==> config.mk <==
export PLATFORM = sky130hd
export DESIGN_NAME = latency_stopwatch
export DESIGN_NICKNAME = d
export VERILOG_FILES = /design/src/include/latency_stopwatch_pkg.sv /design/src/latency_stopwatch.sv
export SDC_FILE = /design/constraint.sdc
export NUM_CORES = 1
export LEC_CHECK = 0
export ABC_AREA = 1
export ABC_CLOCK_PERIOD_IN_PS = 2700
export CAP_MARGIN = 20
export CORE_MARGIN = 2
export CORE_UTILIZATION = 60
export CTS_CLUSTER_DIAMETER = 150
export DETAILED_ROUTE_END_ITERATION = 10
export DONT_BUFFER_PORTS = 1
export GPL_ROUTABILITY_DRIVEN = 0
export PLACE_DENSITY = 0.85
export SYNTH_ARGS = -nofsm -noshare
export SYNTH_HDL_FRONTEND = slang
export SYNTH_SLANG_ARGS = --single-unit
==> constraint.sdc <==
create_clock -name clk -period 2.7 [get_ports clk]
set_clock_uncertainty 0.05 [all_clocks]
set_input_delay 0.54 -clock clk [delete_from_list [all_inputs] [get_ports clk]]
set_output_delay 0.54 -clock clk [all_outputs]
set_load 0.02 [all_outputs]
==> src/include/latency_stopwatch_pkg.sv <==
/*
  Package for the latency stopwatch: register offsets, field positions,
  reset values and the stopwatch state encoding.
  Assumes a 16-bit management register space addressed by word offset.
  // Operation
  // - Bits 7:6 pick stop point
  // - Bits 5:4 divide VCO clock 1/2/4/8
  // - Bits 3:2 pick start point
  // - Measure only while bit 1 set
  // - Bit 0 picks VCO or byte clock
  // - Start marker flags latch in 15:12
  // - Stop marker flags latch in 11:8
  // - Ready flag bit 4 after measurement
  // - Twenty-bit count split across two registers
  // - Count advances each measurement half period
  // - Count reads zero before stop marker
  // - Count saturates at all ones
  // - Lower read clears count and flags
  // - Upper read clears stopwatch status
*/
package latency_stopwatch_pkg;

  // Register offsets
  localparam logic [15:0] OFFSET_CONTROL     = 16'h8040;
  localparam logic [15:0] OFFSET_RESULT_UP   = 16'h8041;
  localparam logic [15:0] OFFSET_RESULT_LOW  = 16'h8042;

  // Reset values
  localparam logic [15:0] RESET_CONTROL      = 16'h0000;
  localparam logic [19:0] RESET_COUNT        = 20'h00000;

  // Control field positions
  localparam int STOP_SEL_HI   = 7;
  localparam int STOP_SEL_LO   = 6;
  localparam int DIV_HI        = 5;
  localparam int DIV_LO        = 4;
  localparam int START_SEL_HI  = 3;
  localparam int START_SEL_LO  = 2;
  localparam int ENABLE_BIT    = 1;
  localparam int CLK_SRC_BIT   = 0;
  localparam int CONTROL_BITS  = 8;

  // Point select codes; upper bit set means external pin
  localparam logic [1:0] SEL_LOW_SPEED  = 2'h0;
  localparam logic [1:0] SEL_HIGH_SPEED = 2'h1;

  // Count geometry
  localparam int COUNT_WIDTH   = 20;
  localparam int COUNT_LOW_W   = 16;
  localparam logic [19:0] COUNT_MAX = 20'hfffff;

  // Upper result register field positions
  localparam int START_FLAG_LO = 12;
  localparam int STOP_FLAG_LO  = 8;
  localparam int READY_BIT     = 4;

  // Stopwatch states
  typedef enum logic [1:0] {
    SW_IDLE    = 2'b00,
    SW_RUNNING = 2'b01,
    SW_DONE    = 2'b10
  } sw_state_type;

endpackage : latency_stopwatch_pkg

==> src/latency_stopwatch.sv <==
/*
  Latency stopwatch: counts from a marker at a selectable start point to a
  marker at a selectable stop point, in half periods of a measurement clock.
  Assumes marker strobes and half-period ticks come from logic on clk, one
  cycle each; the external trigger pin is asynchronous and is synchronised.
  Register access is a simple word port: read data returns one cycle later.
*/
`timescale 1ns/1ps
module latency_stopwatch
  import latency_stopwatch_pkg::*;
(
  input  wire logic        clk,                  // System clock, 250 MHz
  input  wire logic        rst,                  // Synchronous reset, active high
  input  wire logic [15:0] reg_addr,             // Register word offset
  input  wire logic        reg_write,            // Write strobe
  input  wire logic [15:0] reg_wdata,            // Write data
  input  wire logic        reg_read,             // Read strobe
  output logic      [15:0] reg_rdata,            // Read data, registered
  output logic             reg_rvalid,           // Read data valid pulse
  input  wire logic [3:0]  ls_tx_marker,         // Low-speed transmit lane markers
  input  wire logic [1:0]  hs_rx_marker,         // High-speed receive halves
  input  wire logic [3:0]  ls_rx_marker,         // Low-speed receive lane markers
  input  wire logic [1:0]  hs_tx_marker,         // High-speed transmit halves
  input  wire logic        external_trigger_pin, // Asynchronous trigger pin
  input  wire logic        vco_half_tick,        // VCO clock half-period pulse
  input  wire logic        byte_half_tick,       // Recovered byte clock half-period pulse
  output logic             measuring             // High while the count runs
);

  logic [CONTROL_BITS-1:0] control;         // Stored control bits
  logic [1:0]              pin_sync;        // Two-stage pin synchroniser
  logic                    pin_last;        // Previous synchronised pin level
  logic                    pin_event;       // Rising edge of the pin
  logic [2:0]              div_count;       // VCO tick divider
  logic [2:0]              div_max;         // Divider terminal count
  logic                    tick;            // Counting tick
  logic [3:0]              start_hit;       // Start markers at chosen point
  logic [3:0]              stop_hit;        // Stop markers at chosen point
  logic [3:0]              start_marker_found; // Latched start flags
  logic [3:0]              stop_marker_found;  // Latched stop flags
  logic                    result_valid;    // Latched ready flag
  logic [COUNT_WIDTH-1:0]  elapsed_count;   // Saturating count
  logic [15:0]             low_hold;        // Low count captured at upper read
  logic [COUNT_WIDTH-1:0]  shown_count;     // Count as software sees it
  logic                    read_upper;      // Upper register read this cycle
  logic                    read_lower;      // Lower register read this cycle
  logic                    clear_all;       // Any clearing read
  sw_state_type            state;           // Stopwatch state
  sw_state_type            next_state;      // Next stopwatch state

  assign read_upper = reg_read && (reg_addr == OFFSET_RESULT_UP);
  assign read_lower = reg_read && (reg_addr == OFFSET_RESULT_LOW);
  assign clear_all  = read_upper || read_lower;

  // Control register; only the low byte is stored, the rest reads zero
  always_ff @(posedge clk) begin
    if (rst) begin
      control <= RESET_CONTROL[CONTROL_BITS-1:0];
    end else if (reg_write && reg_addr == OFFSET_CONTROL) begin
      control <= reg_wdata[CONTROL_BITS-1:0];
    end
  end

  // Pin passes two flops before the edge detector looks at it
  always_ff @(posedge clk) begin
    if (rst) begin
      pin_sync <= 2'h0;
      pin_last <= 1'b0;
    end else begin
      pin_sync <= {pin_sync[0], external_trigger_pin};
      pin_last <= pin_sync[1];
    end
  end
  assign pin_event = pin_sync[1] && !pin_last;

  // Marker routing by point select
  always_comb begin
    unique case (control[START_SEL_HI:START_SEL_LO])
      SEL_LOW_SPEED:  start_hit = ls_tx_marker;
      SEL_HIGH_SPEED: start_hit = {2'h0, hs_rx_marker};
      default:        start_hit = {3'h0, pin_event};
    endcase
    unique case (control[STOP_SEL_HI:STOP_SEL_LO])
      SEL_LOW_SPEED:  stop_hit = ls_rx_marker;
      SEL_HIGH_SPEED: stop_hit = {2'h0, hs_tx_marker};
      default:        stop_hit = {3'h0, pin_event};
    endcase
  end

  // Divider: terminal count 0, 1, 3 or 7 for divide by 1, 2, 4, 8
  always_comb begin
    unique case (control[DIV_HI:DIV_LO])
      2'h0:    div_max = 3'h0;
      2'h1:    div_max = 3'h1;
      2'h2:    div_max = 3'h3;
      default: div_max = 3'h7;
    endcase
  end

  // VCO tick prescaler; restarts with each measurement for a clean phase
  always_ff @(posedge clk) begin
    if (rst || state != SW_RUNNING) begin
      div_count <= 3'h0;
    end else if (vco_half_tick) begin
      div_count <= (div_count >= div_max) ? 3'h0 : div_count + 3'h1;
    end
  end

  // Counting tick: byte clock bypasses the divider
  assign tick = control[CLK_SRC_BIT] ? byte_half_tick
              : (vco_half_tick && div_count >= div_max);

  // Stopwatch sequencing
  always_comb begin
    next_state = state;
    unique case (state)
      SW_IDLE:    if (control[ENABLE_BIT] && |start_hit) begin
                    next_state = SW_RUNNING;
                  end
      SW_RUNNING: if (!control[ENABLE_BIT]) begin
                    next_state = SW_IDLE;
                  end else if (|stop_hit) begin
                    next_state = SW_DONE;
                  end
      SW_DONE:    if (clear_all) begin
                    next_state = SW_IDLE;
                  end
      default:    next_state = SW_IDLE;                            // Illegal code
    endcase
  end

  always_ff @(posedge clk) begin
    if (rst) begin
      state <= SW_IDLE;
    end else begin
      state <= next_state;
    end
  end

  // Elapsed count: saturates, cleared by a lower read or a fresh start
  always_ff @(posedge clk) begin
    if (rst) begin
      elapsed_count <= RESET_COUNT;
    end else if (state == SW_IDLE && next_state == SW_RUNNING) begin
      elapsed_count <= RESET_COUNT;
    end else if (read_lower) begin
      elapsed_count <= RESET_COUNT;
    end else if (state == SW_RUNNING && tick && elapsed_count != COUNT_MAX) begin
      elapsed_count <= elapsed_count + 20'h00001;
    end
  end

  // Status flags: a marker in the clearing cycle still sets its flag
  always_ff @(posedge clk) begin
    if (rst) begin
      start_marker_found <= 4'h0;
      stop_marker_found  <= 4'h0;
      result_valid       <= 1'b0;
    end else begin
      start_marker_found <= (clear_all ? 4'h0 : start_marker_found)
                          | ((state == SW_IDLE && control[ENABLE_BIT])
                             ? start_hit : 4'h0);
      stop_marker_found  <= (clear_all ? 4'h0 : stop_marker_found)
                          | ((state == SW_RUNNING && control[ENABLE_BIT])
                             ? stop_hit : 4'h0);
      result_valid       <= (clear_all ? 1'b0 : result_valid)
                          | (state == SW_RUNNING && next_state == SW_DONE);
    end
  end

  // Count is hidden until the stop marker has arrived
  assign shown_count = result_valid ? elapsed_count : RESET_COUNT;

  // Upper read captures the low half so the pair stays coherent
  always_ff @(posedge clk) begin
    if (rst) begin
      low_hold <= 16'h0000;
    end else if (read_upper) begin
      low_hold <= shown_count[COUNT_LOW_W-1:0];
    end
  end

  // Read mux, registered
  always_ff @(posedge clk) begin
    if (rst) begin
      reg_rdata  <= 16'h0000;
      reg_rvalid <= 1'b0;
    end else begin
      reg_rvalid <= reg_read;
      if (!reg_read) begin
        reg_rdata <= reg_rdata;
      end else if (reg_addr == OFFSET_CONTROL) begin
        reg_rdata <= {8'h00, control};
      end else if (reg_addr == OFFSET_RESULT_UP) begin
        reg_rdata <= {start_marker_found, stop_marker_found, 3'h0, result_valid,
                      shown_count[COUNT_WIDTH-1:COUNT_LOW_W]};
      end else if (reg_addr == OFFSET_RESULT_LOW) begin
        reg_rdata <= low_hold;
      end else begin
        reg_rdata <= 16'h0000;                                  // Unmapped
      end
    end
  end

  // Busy indication for the datapath
  always_ff @(posedge clk) begin
    if (rst) begin
      measuring <= 1'b0;
    end else begin
      measuring <= (next_state == SW_RUNNING);
    end
  end

  // Checks
  a_disabled_no_start: assert property (@(posedge clk) disable iff (rst)
    (state == SW_IDLE && !control[ENABLE_BIT]) |=> state == SW_IDLE)
    else $error("Stopwatch started while disabled");

  a_start_runs: assert property (@(posedge clk) disable iff (rst)
    (state == SW_IDLE && control[ENABLE_BIT] && |start_hit) |=> state == SW_RUNNING)
    else $error("Start marker did not start the stopwatch");

  a_stop_ready: assert property (@(posedge clk) disable iff (rst)
    (state == SW_RUNNING && control[ENABLE_BIT] && |stop_hit) |=> result_valid)
    else $error("Ready flag not set after stop marker");

  a_count_saturates: assert property (@(posedge clk) disable iff (rst)
    (elapsed_count == COUNT_MAX && !read_lower && state != SW_IDLE) |=>
    elapsed_count == COUNT_MAX)
    else $error("Count wrapped past maximum");

  a_count_advances: assert property (@(posedge clk) disable iff (rst)
    (state == SW_RUNNING && next_state == SW_RUNNING && tick && !read_lower
     && elapsed_count != COUNT_MAX) |=> elapsed_count == $past(elapsed_count) + 20'h00001)
    else $error("Count did not advance on tick");

  a_lower_clears: assert property (@(posedge clk) disable iff (rst)
    (read_lower && !(state == SW_RUNNING && |stop_hit)) |=>
    elapsed_count == RESET_COUNT && !result_valid)
    else $error("Lower read did not clear the result");

  a_hidden_count: assert property (@(posedge clk) disable iff (rst)
    (read_upper && !result_valid) |=> reg_rvalid && reg_rdata[3:0] == 4'h0 ##0
    low_hold == 16'h0000)
    else $error("Count visible before stop marker");

  a_upper_clears: assert property (@(posedge clk) disable iff (rst)
    (read_upper && state == SW_DONE) |=> !result_valid && state == SW_IDLE)
    else $error("Upper read did not clear status");

  a_byte_source: assert property (@(posedge clk) disable iff (rst)
    (control[CLK_SRC_BIT] && !byte_half_tick) |-> !tick)
    else $error("Tick without byte clock in byte mode");

  a_start_flag: assert property (@(posedge clk) disable iff (rst)
    (state == SW_IDLE && control[ENABLE_BIT] && start_hit[0]) |=> start_marker_found[0])
    else $error("Start flag not latched");

endmodule : latency_stopwatch

==> results by stage, run 1 <==
Pwr:
- The internal power component is 1.524 mW.
- The total power is 2.031 mW.
- The power share of the sequential group is 57.7%.
- The combinational cell fraction of total power is 2.1%.
- The proportion of total power due to net switching is 24.97%.
- The switching component of the power is 0.5073 mW.
- The share of total power dissipated in the clock network is 40.1%.
- The total power density per cell area is 458.1 mW/mm².
- Across the VDD grid, the largest voltage drop is 0.2642 mV.
- In this run the static leakage power is 1.559 nW.

Floorplanning:
- The die is 87.94 µm tall.
- The horizontal die dimension is 87.94 µm.
- The count of boundary I/O pins is 69.
- The core region is 0.006794 mm².
- The floorplan has 30 rows.
- The die covers 0.007733 mm².
- The initial utilization of the core area, before any placement, comes to 62.23%.

Timing:
- The minimum clock period is 2.232 ns.
- Headroom to the max-slew limit came out at 52.28%.
- The final hold slack is 0.1897 ns.
- The maximum clock frequency is 448.0 MHz.
- The actual slew at the worst max-slew pin is 0.7148 ns.
- The number of max-slew violations in the final report is 0.
- In the final timing run, aggregate negative setup slack is 0 ns.
- The final number of hold-violating endpoints is 0.
- The final setup violation count is 0.
- The worst path uses 82.67% of the clock period.
- Setup repair after global routing left no endpoint under its margin.

Flow run:
- The max-cap violation count is 0.

Detailed routing:
- Using the TritonRoute via totals, the vias-per-cell ratio works out to 5.551.
- The routed wire length on met3 is 620 µm.
- The final wirelength is 9566 µm.
- The met2 wirelength from detailed routing is 4540 µm.
- The remaining design rule violation count is 0.
- The total vias in the final route is 3908.
- The violation count after the first detailed-route iteration is 381.
- The iteration count of the initial detailed-routing pass is 5.
- The top metal layer carrying routed signals is met4.
- The post-route met1 wirelength is 4238 µm.
- The average wire per cell in the routed design is 13.59 µm.
- The count of nets left with antenna violations once routing finished came out at 0.

Finish:
- The finished cells cover 0.004434 mm².
- The filler cells instantiated in the layout total 576.
- The final-stage net count is 659.
- The number of standard cells in the layout, taps in and fillers out is 704.
- The fraction of layout cells with a size suffix above 1 is 13.49%.
- The repair_antennas step left the layout with diodes totalling 0.
- The area growth from synthesis to layout is 4.883%.

Critical path:
- The worst setup path is captured at a register.
- The number of buffers and inverters on the critical path is 2.
- The largest fanout on the critical path is 8.
- The critical path in this run is classified as reg -> reg.
- The cell that appears most often on the critical path is sky130_fd_sc_hd__nand2_1.
- The maximum single-stage delay on the critical path is 0.35 ns.
- The data arrival time of the worst path is 2.47 ns.
- Broken down by cell family, the worst path's largest delay share belongs to simple AND/OR/NAND/NOR gates.
- Data on the critical path is required at its endpoint by 2.93 ns.
- The slowest stage cell on the critical path is sky130_fd_sc_hd__dfxtp_1.
- The kind of start point of the critical path is a register.
- Walking the worst path, the cells encountered are or2_2 -> ha_1 -> inv_1 -> nand2_1 -> nand2_1 -> nand2_1 -> nand2_1 -> nand2_4 -> nand2_1 -> nor2_2 -> buf_4 -> nand2_1 -> a21oi_2.

CTS:
- CTS placed an instance of sky130_fd_sc_hd__clkbuf_8 at the clock tree root.
- At the later pin of the worst-skew pair, clock insertion delay measures 0.36 ns.
- The CTS tree is yes.
- The register clock-pin slew on the reported worst setup and hold paths is 0.09 ns.
- The clock passes through at most 2 buffers.
- The number of sinks on the clock net is 79.
- CTS built an H-tree with a depth of 3.
- The hold-fix buffer count after cts is 0.
- The TritonCTS buffer count is 9.
- The post-cts resize count is 0.
- The post-CTS setup-driven buffer insertion count is 0.

Synthesis:
- The unique cell type count in the Yosys netlist is 33.
- Synthesis produced a netlist with a net count of 667.
- Counting flops and latches in the post-synthesis netlist gives 79.
- The post-synthesis instance total is 611.
- Summing the sequential cell areas from Yosys gives 37.41% of the chip area.
- The yosys synthesis warning count is 0.
- The netlist area before placement is 0.004228 mm².
- The average size of a mapped cell is 6.919 µm².

Placed design:
- The placed instances occupy a cell area of 0.004254 mm².
- The quantity of I/O buffers inserted on ports is 0.
- The number of cells in the design after placement is 688.
- The detailed-placement wirelength estimate is 6944 µm.

GRT:
- The first global-routing pass estimated 15840 µm of wire.
- The number of antenna violations at the first check in global routing is 0.
- Summed over all layers, the global routing overflow is 0.
- The number of global-route vias before repair is 3646.
- The overall routing resource usage is 25.77%.
- The pin count of the biggest net entering global routing is 58.

Run status:
- The run finished with clean final reports.

Min path:
- The min-delay analysis places its worst path in the category in -> reg.
-- synth_stat cells, drive strengths merged --
cell type	instances	area [µm²]
a21boi	1	7.510
a21oi	73	444.2
buf	13	97.59
clkbuf	13	48.80
clkinv	2	7.510
dfxtp	79	1582
ha	5	62.56
inv	43	161.4
nand2	196	785.8
nand3	82	445.4
nand3b	9	67.56
nand4	7	43.79
nor2	64	302.8
nor3	2	10.01
o21a	1	7.510
o21ai	7	35.03
o31ai	1	7.510
or2	1	6.260
xnor2	4	35.03
xor2	8	70.07
-- through the flow --
stage                     util, %  worst slack, ns
after floorplan                 -           0.8053
after global placement      62.62           0.5508
after detailed placement    62.62           0.4740
after CTS                   65.27           0.4507
after global routing        65.27           0.2894
final                       65.27           0.4678
-- power by group through the flow --
stage	combinational, mW	sequential [mW]	clock [mW]
final	0.0434	1.17	0.815
after floorplan	0.0509	1.20	0
after global placement	0.0417	1.20	0
after CTS	0.0434	1.17	0.822
after global routing	0.0485	1.17	0.876
after detailed placement	0.0433	1.20	0
-- cells by family after synthesis --
| kind of cell | synth area share [%] |
|---|---|
| AO/OA/AOI/OAI | 11.87 |
| adder cells (fa/ha/maj) | 1.480 |
| buffers and inverters | 7.458 |
| flip-flops | 37.41 |
| XOR/XNOR | 2.486 |
| AND/OR/NAND/NOR | 39.30 |
-- final timing paths --
check	startpoint	to	slack, ns	cells past startpoint
hold / removal	rst	control[6]	0.19	1
setup reg to reg	control[4]	elapsed_count[17]	0.47	13
setup / recovery	control[4]	elapsed_count[17]	0.47	13
hold reg to reg	pin_sync[0]	pin_sync[1]	0.36	2
-- layer usage --
layer,track usage [%],vias to the layer above
met5,0,-
met4,9.091,0
met3,4.901,13
met2,43.73,129
met1,32.73,1801
li1,-,1965
-- final cells by class --
type	count	area [µm²]	area share, %
Tap cell	96	120.1	2.709
Multi-Input combinational cell	461	2331	52.57
Clock buffer	9	123.9	2.793
Clock inverter	7	56.30	1.270
Sequential cell	79	1582	35.67
Inverter	45	168.9	3.809
Timing Repair Buffer	7	52.55	1.185
-- cell usage in the layout, fill, tap and decap left out --
cell	synthesis	routed
sky130_fd_sc_hd__nand2_4	2	2
sky130_fd_sc_hd__clkinv_4	0	1
sky130_fd_sc_hd__nor2_4	7	7
sky130_fd_sc_hd__buf_4	3	7
sky130_fd_sc_hd__o21ai_1	1	1
sky130_fd_sc_hd__clkinv_2	0	1
sky130_fd_sc_hd__clkinv_1	2	2
sky130_fd_sc_hd__nand3b_1	9	9
sky130_fd_sc_hd__a21oi_1	52	52
sky130_fd_sc_hd__nand3_1	78	78
sky130_fd_sc_hd__inv_2	6	6
sky130_fd_sc_hd__inv_6	0	1
sky130_fd_sc_hd__nor2_1	53	53
sky130_fd_sc_hd__a21boi_0	1	1
sky130_fd_sc_hd__nor2_2	4	4
sky130_fd_sc_hd__clkbuf_8	0	9
sky130_fd_sc_hd__xor2_1	8	8
sky130_fd_sc_hd__nand3_2	2	2
sky130_fd_sc_hd__nand3_4	2	2
sky130_fd_sc_hd__o21a_1	1	1
sky130_fd_sc_hd__dfxtp_1	79	79
sky130_fd_sc_hd__ha_1	5	5
sky130_fd_sc_hd__o21ai_0	6	6
sky130_fd_sc_hd__nand4_1	7	7
sky130_fd_sc_hd__nor3_1	2	2
sky130_fd_sc_hd__clkinvlp_4	0	3
sky130_fd_sc_hd__nand2_1	180	180
sky130_fd_sc_hd__inv_1	37	37
sky130_fd_sc_hd__or2_2	1	1
sky130_fd_sc_hd__inv_8	0	1
sky130_fd_sc_hd__o31ai_1	1	1
sky130_fd_sc_hd__a21oi_2	21	21
sky130_fd_sc_hd__xnor2_1	4	4
sky130_fd_sc_hd__nand2_2	14	14
-- registers in the layout, indices dropped and copies added, names as in the netlist --
signal,flops
pin_last,1
control,8
elapsed_count,20
pin_sync,2
stop_marker_found,4
reg_rvalid,1
div_count,3
reg_rdata,16
result_valid,1
start_marker_found,4
low_hold,16
state,2
measuring,1
Note: power is estimated with default switching activity, not from simulation.
==> run 2, diff against run 1 <==
Settings changed: ABC_CLOCK_PERIOD_IN_PS 2700 to 1800, CORE_UTILIZATION 60 to 57, PLACE_DENSITY 0.85 to 0.84.
Clock period 2.7 ns to 1.8 ns, I/O delays scaled along.
==> run 2 against run 1 <==
  * Utilization rose by 2.6 points
  * Critical path depth stayed put
  * Die area is 5.0% higher
  * Register-to-register slack worse by 0.54 ns
  * Hold slack lost 0.18 ns
  * Clock power increased by 100%
  * Fmax rose by 19%
  * The run now ends with negative setup slack left
  * Power is 71% higher
  * Via count up 6.4%
  * Setup slack got worse by 0.54 ns
  * Cell area increased by 10%
==> results by stage, run 2 (synthesized netlist as in run 1, its figures left out) <==
Critical path:
- The type of element capturing the critical path is a register.
- The worst path required time came to 2.01 ns (-0.92 ns).
- The slowest stage cell on the critical path is sky130_fd_sc_hd__dfxtp_2.
- The critical path goes through or2_4 -> ha_4 -> inv_2 -> nand2_1 -> nand2_1 -> nand2_1 -> nand2_2 -> nand2_4 -> buf_4 -> nand3_4 -> clkbuf_16 -> nand2_1 -> a21oi_2.
- The cell occurring most often along the worst timing path is sky130_fd_sc_hd__nand2_1.
- The maximum single-stage delay on the critical path is 0.33 ns (-0.02 ns).
- The number of cells traversed by the worst register-to-register path was 13 (unchanged).
- By startpoint and endpoint, the worst setup path is classified as reg -> reg.
- The data arrival time of the worst path was 2.08 ns (-0.39 ns).
- The kind of start point of the critical path is a register.
- The largest fanout on the critical path is 10 (+2).

CTS:
- The register clock-pin slew on the reported worst setup and hold paths came to 0.08 ns (about the same).
- The number of sinks on the clock net came to 79 (unchanged).
- TritonCTS built the clock tree.
- The later-pin clock latency in the skew report is 0.36 ns (about the same).
- The buffer levels on the longest clock path is 2 (unchanged).
- The cell chosen for the clock root is sky130_fd_sc_hd__clkbuf_8.
- The count of H-tree levels built during CTS is 3 (unchanged).
- The TritonCTS buffer count is 9 (unchanged).

Timing:
- Setup repair after global routing could not meet its margin everywhere.
- The final hold slack is 0.007574 ns (-0.1822 ns).
- The number of max-slew violations in the final report came to 0 (unchanged).
- The relative slew slack is 68.37% (+16 points).
- The maximum clock frequency was 534.2 MHz (+19%).
- The setup slack after layout came to -0.07205 ns (-0.5398 ns).
- The setup TNS is -0.9717 ns (-0.9717 ns).
- The actual slew at the worst max-slew pin is 0.4738 ns (-0.2410 ns).
- The final number of hold-violating endpoints was 0 (unchanged).
- The final setup violation count is 20 (+20).
- The minimum clock period was 1.872 ns (-0.3602 ns).
- The final worst-path cycle share is 104.0% (+21 points).

Finish:
- The fraction of layout cells with a size suffix above 1 is 19.63% (+6.1 points).
- The register with the most flip-flops in the final layout is elapsed_count.
- The final-stage net count is 693 (+5.2%).
- The largest registers in the layout are elapsed_count (20), low_hold (16), reg_rdata (16).
- The number of flip-flops in the largest register is 20 (unchanged).
- The post-layout instance area came to 0.004897 mm² (+10%).
- Leaving out fill and tap cells, the most frequent cell in the layout is sky130_fd_sc_hd__nand2_1.
- Leaving out fill and tap cells, the most frequent cells in the layout are sky130_fd_sc_hd__nand2_1, sky130_fd_sc_hd__nand3_1, sky130_fd_sc_hd__dfxtp_1, sky130_fd_sc_hd__nor2_1, sky130_fd_sc_hd__a21oi_1.
- The final standard cell utilization of the core is 67.88% (+2.6 points).
- The diode insertion count for antenna repair was 0 (unchanged).
- The area growth from synthesis to layout is 15.83%.

Min path:
- The path class of the tightest hold or removal check is in -> reg.
- The number of stages on the worst hold path is 1 (unchanged).

Floorplanning:
- The height of the die is 90.13 µm (+2.5%).
- The number of core rows is 31 (+3.3%).
- The overall die area is 0.008123 mm² (+5.0%).
- The starting density of the core came to 58.60% (-3.6 points).
- The horizontal die dimension is 90.13 µm (+2.5%).
- The count of boundary I/O pins is 69 (unchanged).
- The core box area is 0.007214 mm² (+6.2%).

GRT:
- The wire length of the first global-routing pass is 17680 µm (+12%).
- The pin count of the biggest net entering global routing came to 58 (unchanged).
- The number of global-route vias before repair came to 3978 (+9.1%).
- The overall routing resource usage is 26.61% (+0.84 points).
- The total congestion overflow came to 0 (unchanged).
- The number of antenna violations at the first check in global routing is 0 (unchanged).

Detailed routing:
- The average wire per cell in the routed design is 14.68 µm (+8.0%).
- The post-detailed-route count of antenna-violating nets is 0 (unchanged).
- The vias per cell is 5.611 (+1.1%).
- The violation count after the first detailed-route iteration is 313 (-18%).
- The final wirelength was 10880 µm (+14%).
- The remaining design rule violation count came to 0 (unchanged).
- The iteration count of the initial detailed-routing pass is 5 (unchanged).
- The total vias in the final route came to 4158 (+6.4%).

Run status:
- The checks that failed: negative setup slack.
- The flow ran to the end, but the final reports show violations.

Pwr:
- The highest ir drop seen on vdd is 0.3734 mV (+41%).
- The total power density per cell area is 710.5 mW/mm² (+55%).
- The reported leakage power came to 1.856 nW (+19%).
- The total power is 3.479 mW (+71%).

Placed design:
- The post-detailed-placement cell area was 0.004523 mm² (+6.3%).
- The quantity of I/O buffers inserted on ports is 0 (unchanged).
- The detailed-placement wirelength estimate is 7325 µm (+5.5%).

Flow run:
- The max-cap violation count is 0 (unchanged).
run 2: cell count changes in the layout (fill, tap and decap cells not counted), sizes merged:
cell and delta:
clkbuf +2, clkinvlp -3, buf +30, dlygate4sd3 +3, bufinv +3, clkinv -1
run 2: routing by layer:
metal | track usage (%) | wire, µm
met1 | 32.26 | 4485
met2 | 45.74 | 5378
met3 | 4.862 | 735
met4 | 12.31 | 279
met5 | 0 | 0
run 2: worst max-delay path: cells and delay by family (launching register included):
kind            cells  cell delay, ns
buf+inv             3            0.34
compound gates      1            0.05
flops               1            0.33
simple gates        8            0.76
fa+ha+maj           1            0.26
run 2: path summary, 6_finish.rpt:
path / from / endpoint / slack, ns
worst max register to register: control[4] / elapsed_count[5] / -0.07
worst min-delay path: rst / reg_rdata[3] / 0.008
worst max-delay path: control[4] / elapsed_count[5] / -0.07
worst min register to register: pin_sync[0] / pin_sync[1] / 0.36
run 2: where the power goes:
part / leakage (nW) / switching, mW / internal, mW
Clock: 0.121 / 0.698 / 0.934
Combinational: 1.10 / 0.0551 / 0.0337
Sequential: 0.638 / 0.00675 / 1.75
run 2: timing repair:
action | 4_1_cts | 5_1_grt
resized for setup | 10 | 9
buffers inserted | 3 | 1
cloned | 1 | 1
hold buffers | 0 | 3
endpoints found under the hold margin | 0 | 6
endpoints found under the setup margin | 16 | 20
pin swaps | 6 | 8
run 2: final cells by class:
cell class	instances	area, µm²
Sequential cell	79	1584
Clock inverter	6	116.4
Multi-Input combinational cell	461	2407
Timing Repair Buffer	41	369.1
Tap cell	99	123.9
Clock buffer	10	127.6
Inverter	45	168.9
Fill cell	590	2317
run 2: per-stage QoR:
| step | std cells | setup WS (ns) |
|---|---|---|
| after floorplan | 611 | 0.004742 |
| after CTS | 738 | -0.05385 |
| after detailed placement | 718 | -0.04382 |
| final | 741 | -0.07205 |
| after global routing | 741 | -0.1674 |
| after global placement | 718 | -0.003444 |
==> run 3, diff against run 2 <==
Settings changed: ABC_CLOCK_PERIOD_IN_PS 1800 to 1900, CORE_UTILIZATION 57 to 60, PLACE_DENSITY 0.84 to 0.85.
Clock period 1.8 ns to 1.9 ns, I/O delays scaled along.
==> run 3 against run 2 <==
  * The run now ends clean
  * Non-clock buffer count decreased by 13
  * First-iteration DRC count grew 32%
  * Hold slack improved by 0.015 ns
  * Critical path depth unchanged
  * Routed wire length shrank 1.4%
  * Highest routed layer unchanged
==> results by stage, run 3 (synthesized netlist as in run 1, its figures left out) <==
Floorplanning:
- The starting density of the core was 62.23% (+3.6 points).
- The number of core rows was 30 (-3.2%).
- The horizontal die dimension is 87.94 µm (-2.4%).
- The overall die area is 0.007733 mm² (-4.8%).
- The count of boundary I/O pins is 69 (unchanged).
- The core box area was 0.006794 mm² (-5.8%).
- The height of the die is 87.94 µm (-2.4%).

Finish:
- The area growth from synthesis to layout is 12.90%.
- The post-layout instance area is 0.004773 mm² (-2.5%).
- The commonest non-fill, non-tap cell in the layout is sky130_fd_sc_hd__nand2_1.
- The final standard cell utilization of the core was 70.26% (+2.4 points).
- The diode insertion count for antenna repair is 0 (unchanged).
- The number of fill cells was 524 (-11%).
- The register with the most flip-flops in the final layout is elapsed_count.
- The number of standard cells in the layout, taps in and fillers out is 728 (-1.8%).
- The fraction of layout cells with a size suffix above 1 is 19.46% (-0.16 points).
- The number of flip-flops in the largest register is 20 (unchanged).
- The library cells used most frequently in the layout, excluding fill and tap cells, are sky130_fd_sc_hd__nand2_1, sky130_fd_sc_hd__nand3_1, sky130_fd_sc_hd__dfxtp_1, sky130_fd_sc_hd__nor2_1, sky130_fd_sc_hd__a21oi_1.
- The final-stage net count was 683 (-1.4%).
- The largest registers in the layout are elapsed_count (20), low_hold (16), reg_rdata (16).

CTS:
- The later-pin clock latency in the skew report is 0.36 ns (about the same).
- The number of sinks on the clock net came to 79 (unchanged).
- The count of H-tree levels built during CTS came to 3 (unchanged).
- The register clock-pin slew on the reported worst setup and hold paths was 0.08 ns (about the same).
- The buffer levels on the longest clock path is 2 (unchanged).
- CTS placed an instance of sky130_fd_sc_hd__clkbuf_8 at the clock tree root.
- The hold-fix buffer count after cts is 0 (unchanged).
- The CTS tree is yes.
- The TritonCTS buffer count is 9 (unchanged).

GRT:
- The pin count of the biggest net entering global routing is 58 (unchanged).
- The overall routing resource usage is 28.40% (+1.8 points).
- The met3 track utilization from global routing is 6.409% (+1.5 points).
- The wire length of the first global-routing pass came to 17310 µm (-2.1%).
- The most congested layer reported by global routing is met2.
- The number of antenna violations at the first check in global routing was 0 (unchanged).
- The number of global-route vias before repair was 3755 (-5.6%).
- The met2 track demand over resource in global routing is 46.42% (+0.68 points).
- The fraction of met1 tracks used by global routing is 36.77% (+4.5 points).
- The total congestion overflow came to 0 (unchanged).

Pwr:
- The highest ir drop seen on vdd was 0.3654 mV (-2.2%).
- The total power density per cell area was 613.4 mW/mm² (-14%).
- The reported leakage power is 1.769 nW (-4.7%).
- The total power is 2.928 mW (-16%).

Timing:
- The final hold slack is 0.02252 ns (+0.01495 ns).
- The final worst-path cycle share is 96.94% (-7.1 points).
- The minimum clock period is 1.842 ns (-0.03023 ns).
- Setup repair after global routing could not meet its margin everywhere.
- The relative slew slack is 66.76% (-1.6 points).
- The number of max-slew violations in the final report is 0 (unchanged).
- The actual slew at the worst max-slew pin came to 0.4980 ns (+0.02419 ns).
- The final setup violation count is 0 (-100%).
- The final number of hold-violating endpoints is 0 (unchanged).
- The maximum clock frequency is 542.9 MHz (+1.6%).

Critical path:
- Counting stages on the worst path, the most repeated cell is sky130_fd_sc_hd__nand2_2.
- The number of buffers and inverters on the critical path is 2 (-1).
- The kind of start point of the critical path is a register.
- The type of element capturing the critical path is a register.
- The data arrival time of the worst path came to 2.09 ns (about the same).
- The cell family contributing the most delay on the critical path is simple AND/OR/NAND/NOR gates.
- The worst setup path category is reg -> reg.
- The worst path required time is 2.15 ns (+0.14 ns).
- On the critical path, the stage with the largest delay is an instance of sky130_fd_sc_hd__dfxtp_2.
- Walking the worst path, the cells encountered are or2_4 -> ha_4 -> inv_2 -> nand2_2 -> nand2_2 -> nand2_2 -> nand2_2 -> nand2_4 -> nand2_4 -> nor2_4 -> buf_8 -> nand2_4 -> a21oi_2.
- The largest fanout on the critical path is 7 (-3).
- The maximum single-stage delay on the critical path is 0.32 ns (about the same).

Detailed routing:
- The iteration count of the initial detailed-routing pass was 5 (unchanged).
- The average wire per cell in the routed design was 14.73 µm (+0.36%).
- The final wirelength is 10730 µm (-1.4%).
- The violation count after the first detailed-route iteration is 412 (+32%).
- The total vias in the final route is 4196 (+0.91%).
- The post-detailed-route count of antenna-violating nets is 0 (unchanged).
- The remaining design rule violation count is 0 (unchanged).
- The vias per cell is 5.764 (+2.7%).

Min path:
- The type of the most critical hold path is in -> reg.

Placed design:
- The quantity of I/O buffers inserted on ports came to 0 (unchanged).
- The detailed-placement wirelength estimate is 7330 µm (about the same).
- The post-detailed-placement cell area is 0.004402 mm² (-2.7%).
- The number of cells in the design after placement is 706 (-1.7%).

Run status:
- The flow ran to the end, and the final reports show no timing, DRC or antenna violations.

Flow run:
- The max-cap violation count was 0 (unchanged).
-- run 3: power by group --
| part | internal, mW | total [mW] | switching, mW | leakage (nW) |
|---|---|---|---|---|
| Clock | 0.549 | 1.18 | 0.636 | 0.0890 |
| Sequential | 1.66 | 1.67 | 0.00666 | 0.638 |
| Combinational | 0.0277 | 0.0772 | 0.0495 | 1.04 |
| Total | 2.24 | 2.93 | 0.692 | 1.77 |
-- run 3: final cells by class --
class | instances | area (µm²) | share of cell area [%]
Clock buffer | 12 | 155.1 | 3.250
Clock inverter | 4 | 28.78 | 0.6029
Inverter | 45 | 168.9 | 3.539
Multi-Input combinational cell | 464 | 2475 | 51.85
Sequential cell | 79 | 1584 | 33.18
Tap cell | 96 | 120.1 | 2.516
Timing Repair Buffer | 28 | 241.5 | 5.059
-- run 3: layer usage --
| layer | wire (µm) | vias to the layer above |
|---|---|---|
| li1 | - | 2020 |
| met1 | 4504 | 1956 |
| met2 | 5178 | 185 |
| met3 | 765 | 35 |
| met4 | 279 | 0 |
| met5 | 0 | - |
-- run 3: final timing paths --
kind / startpoint / end / slack, ns / cells past startpoint
setup / recovery: control[5] / elapsed_count[7] / 0.06 / 13
hold / removal: rst / control[5] / 0.02 / 1
setup reg to reg: control[5] / elapsed_count[7] / 0.06 / 13
hold reg to reg: pin_sync[0] / pin_sync[1] / 0.36 / 2
-- run 3: worst reg2reg max path, cell delays in order (launching register included) --
cell and delay (ns):
sky130_fd_sc_hd__dfxtp_2 0.32, sky130_fd_sc_hd__or2_4 0.25, sky130_fd_sc_hd__ha_4 0.26, sky130_fd_sc_hd__inv_2 0.03, sky130_fd_sc_hd__nand2_2 0.06, sky130_fd_sc_hd__nand2_2 0.06
sky130_fd_sc_hd__nand2_2 0.06, sky130_fd_sc_hd__nand2_2 0.07, sky130_fd_sc_hd__nand2_4 0.09, sky130_fd_sc_hd__nand2_4 0.06, sky130_fd_sc_hd__nor2_4 0.14, sky130_fd_sc_hd__buf_8 0.16
sky130_fd_sc_hd__nand2_4 0.05, sky130_fd_sc_hd__a21oi_2 0.13
-- run 3: metrics by stage --
step	setup WS [ns]	setup TNS [ns]
floorplan	0.005279	0
global placement	0.03634	0
detailed placement	-0.02099	-0.1393
CTS	0.005954	0
global route	-0.05242	-0.5688
finish	0.05818	0
-- run 3: what timing repair did --
item / in CTS / in global routing
setup endpoints to repair: 16 / 20
cloned: 2 / 1
setup buffers: 2 / 1
pin swaps: 2 / 16
gates resized for setup: 6 / 27
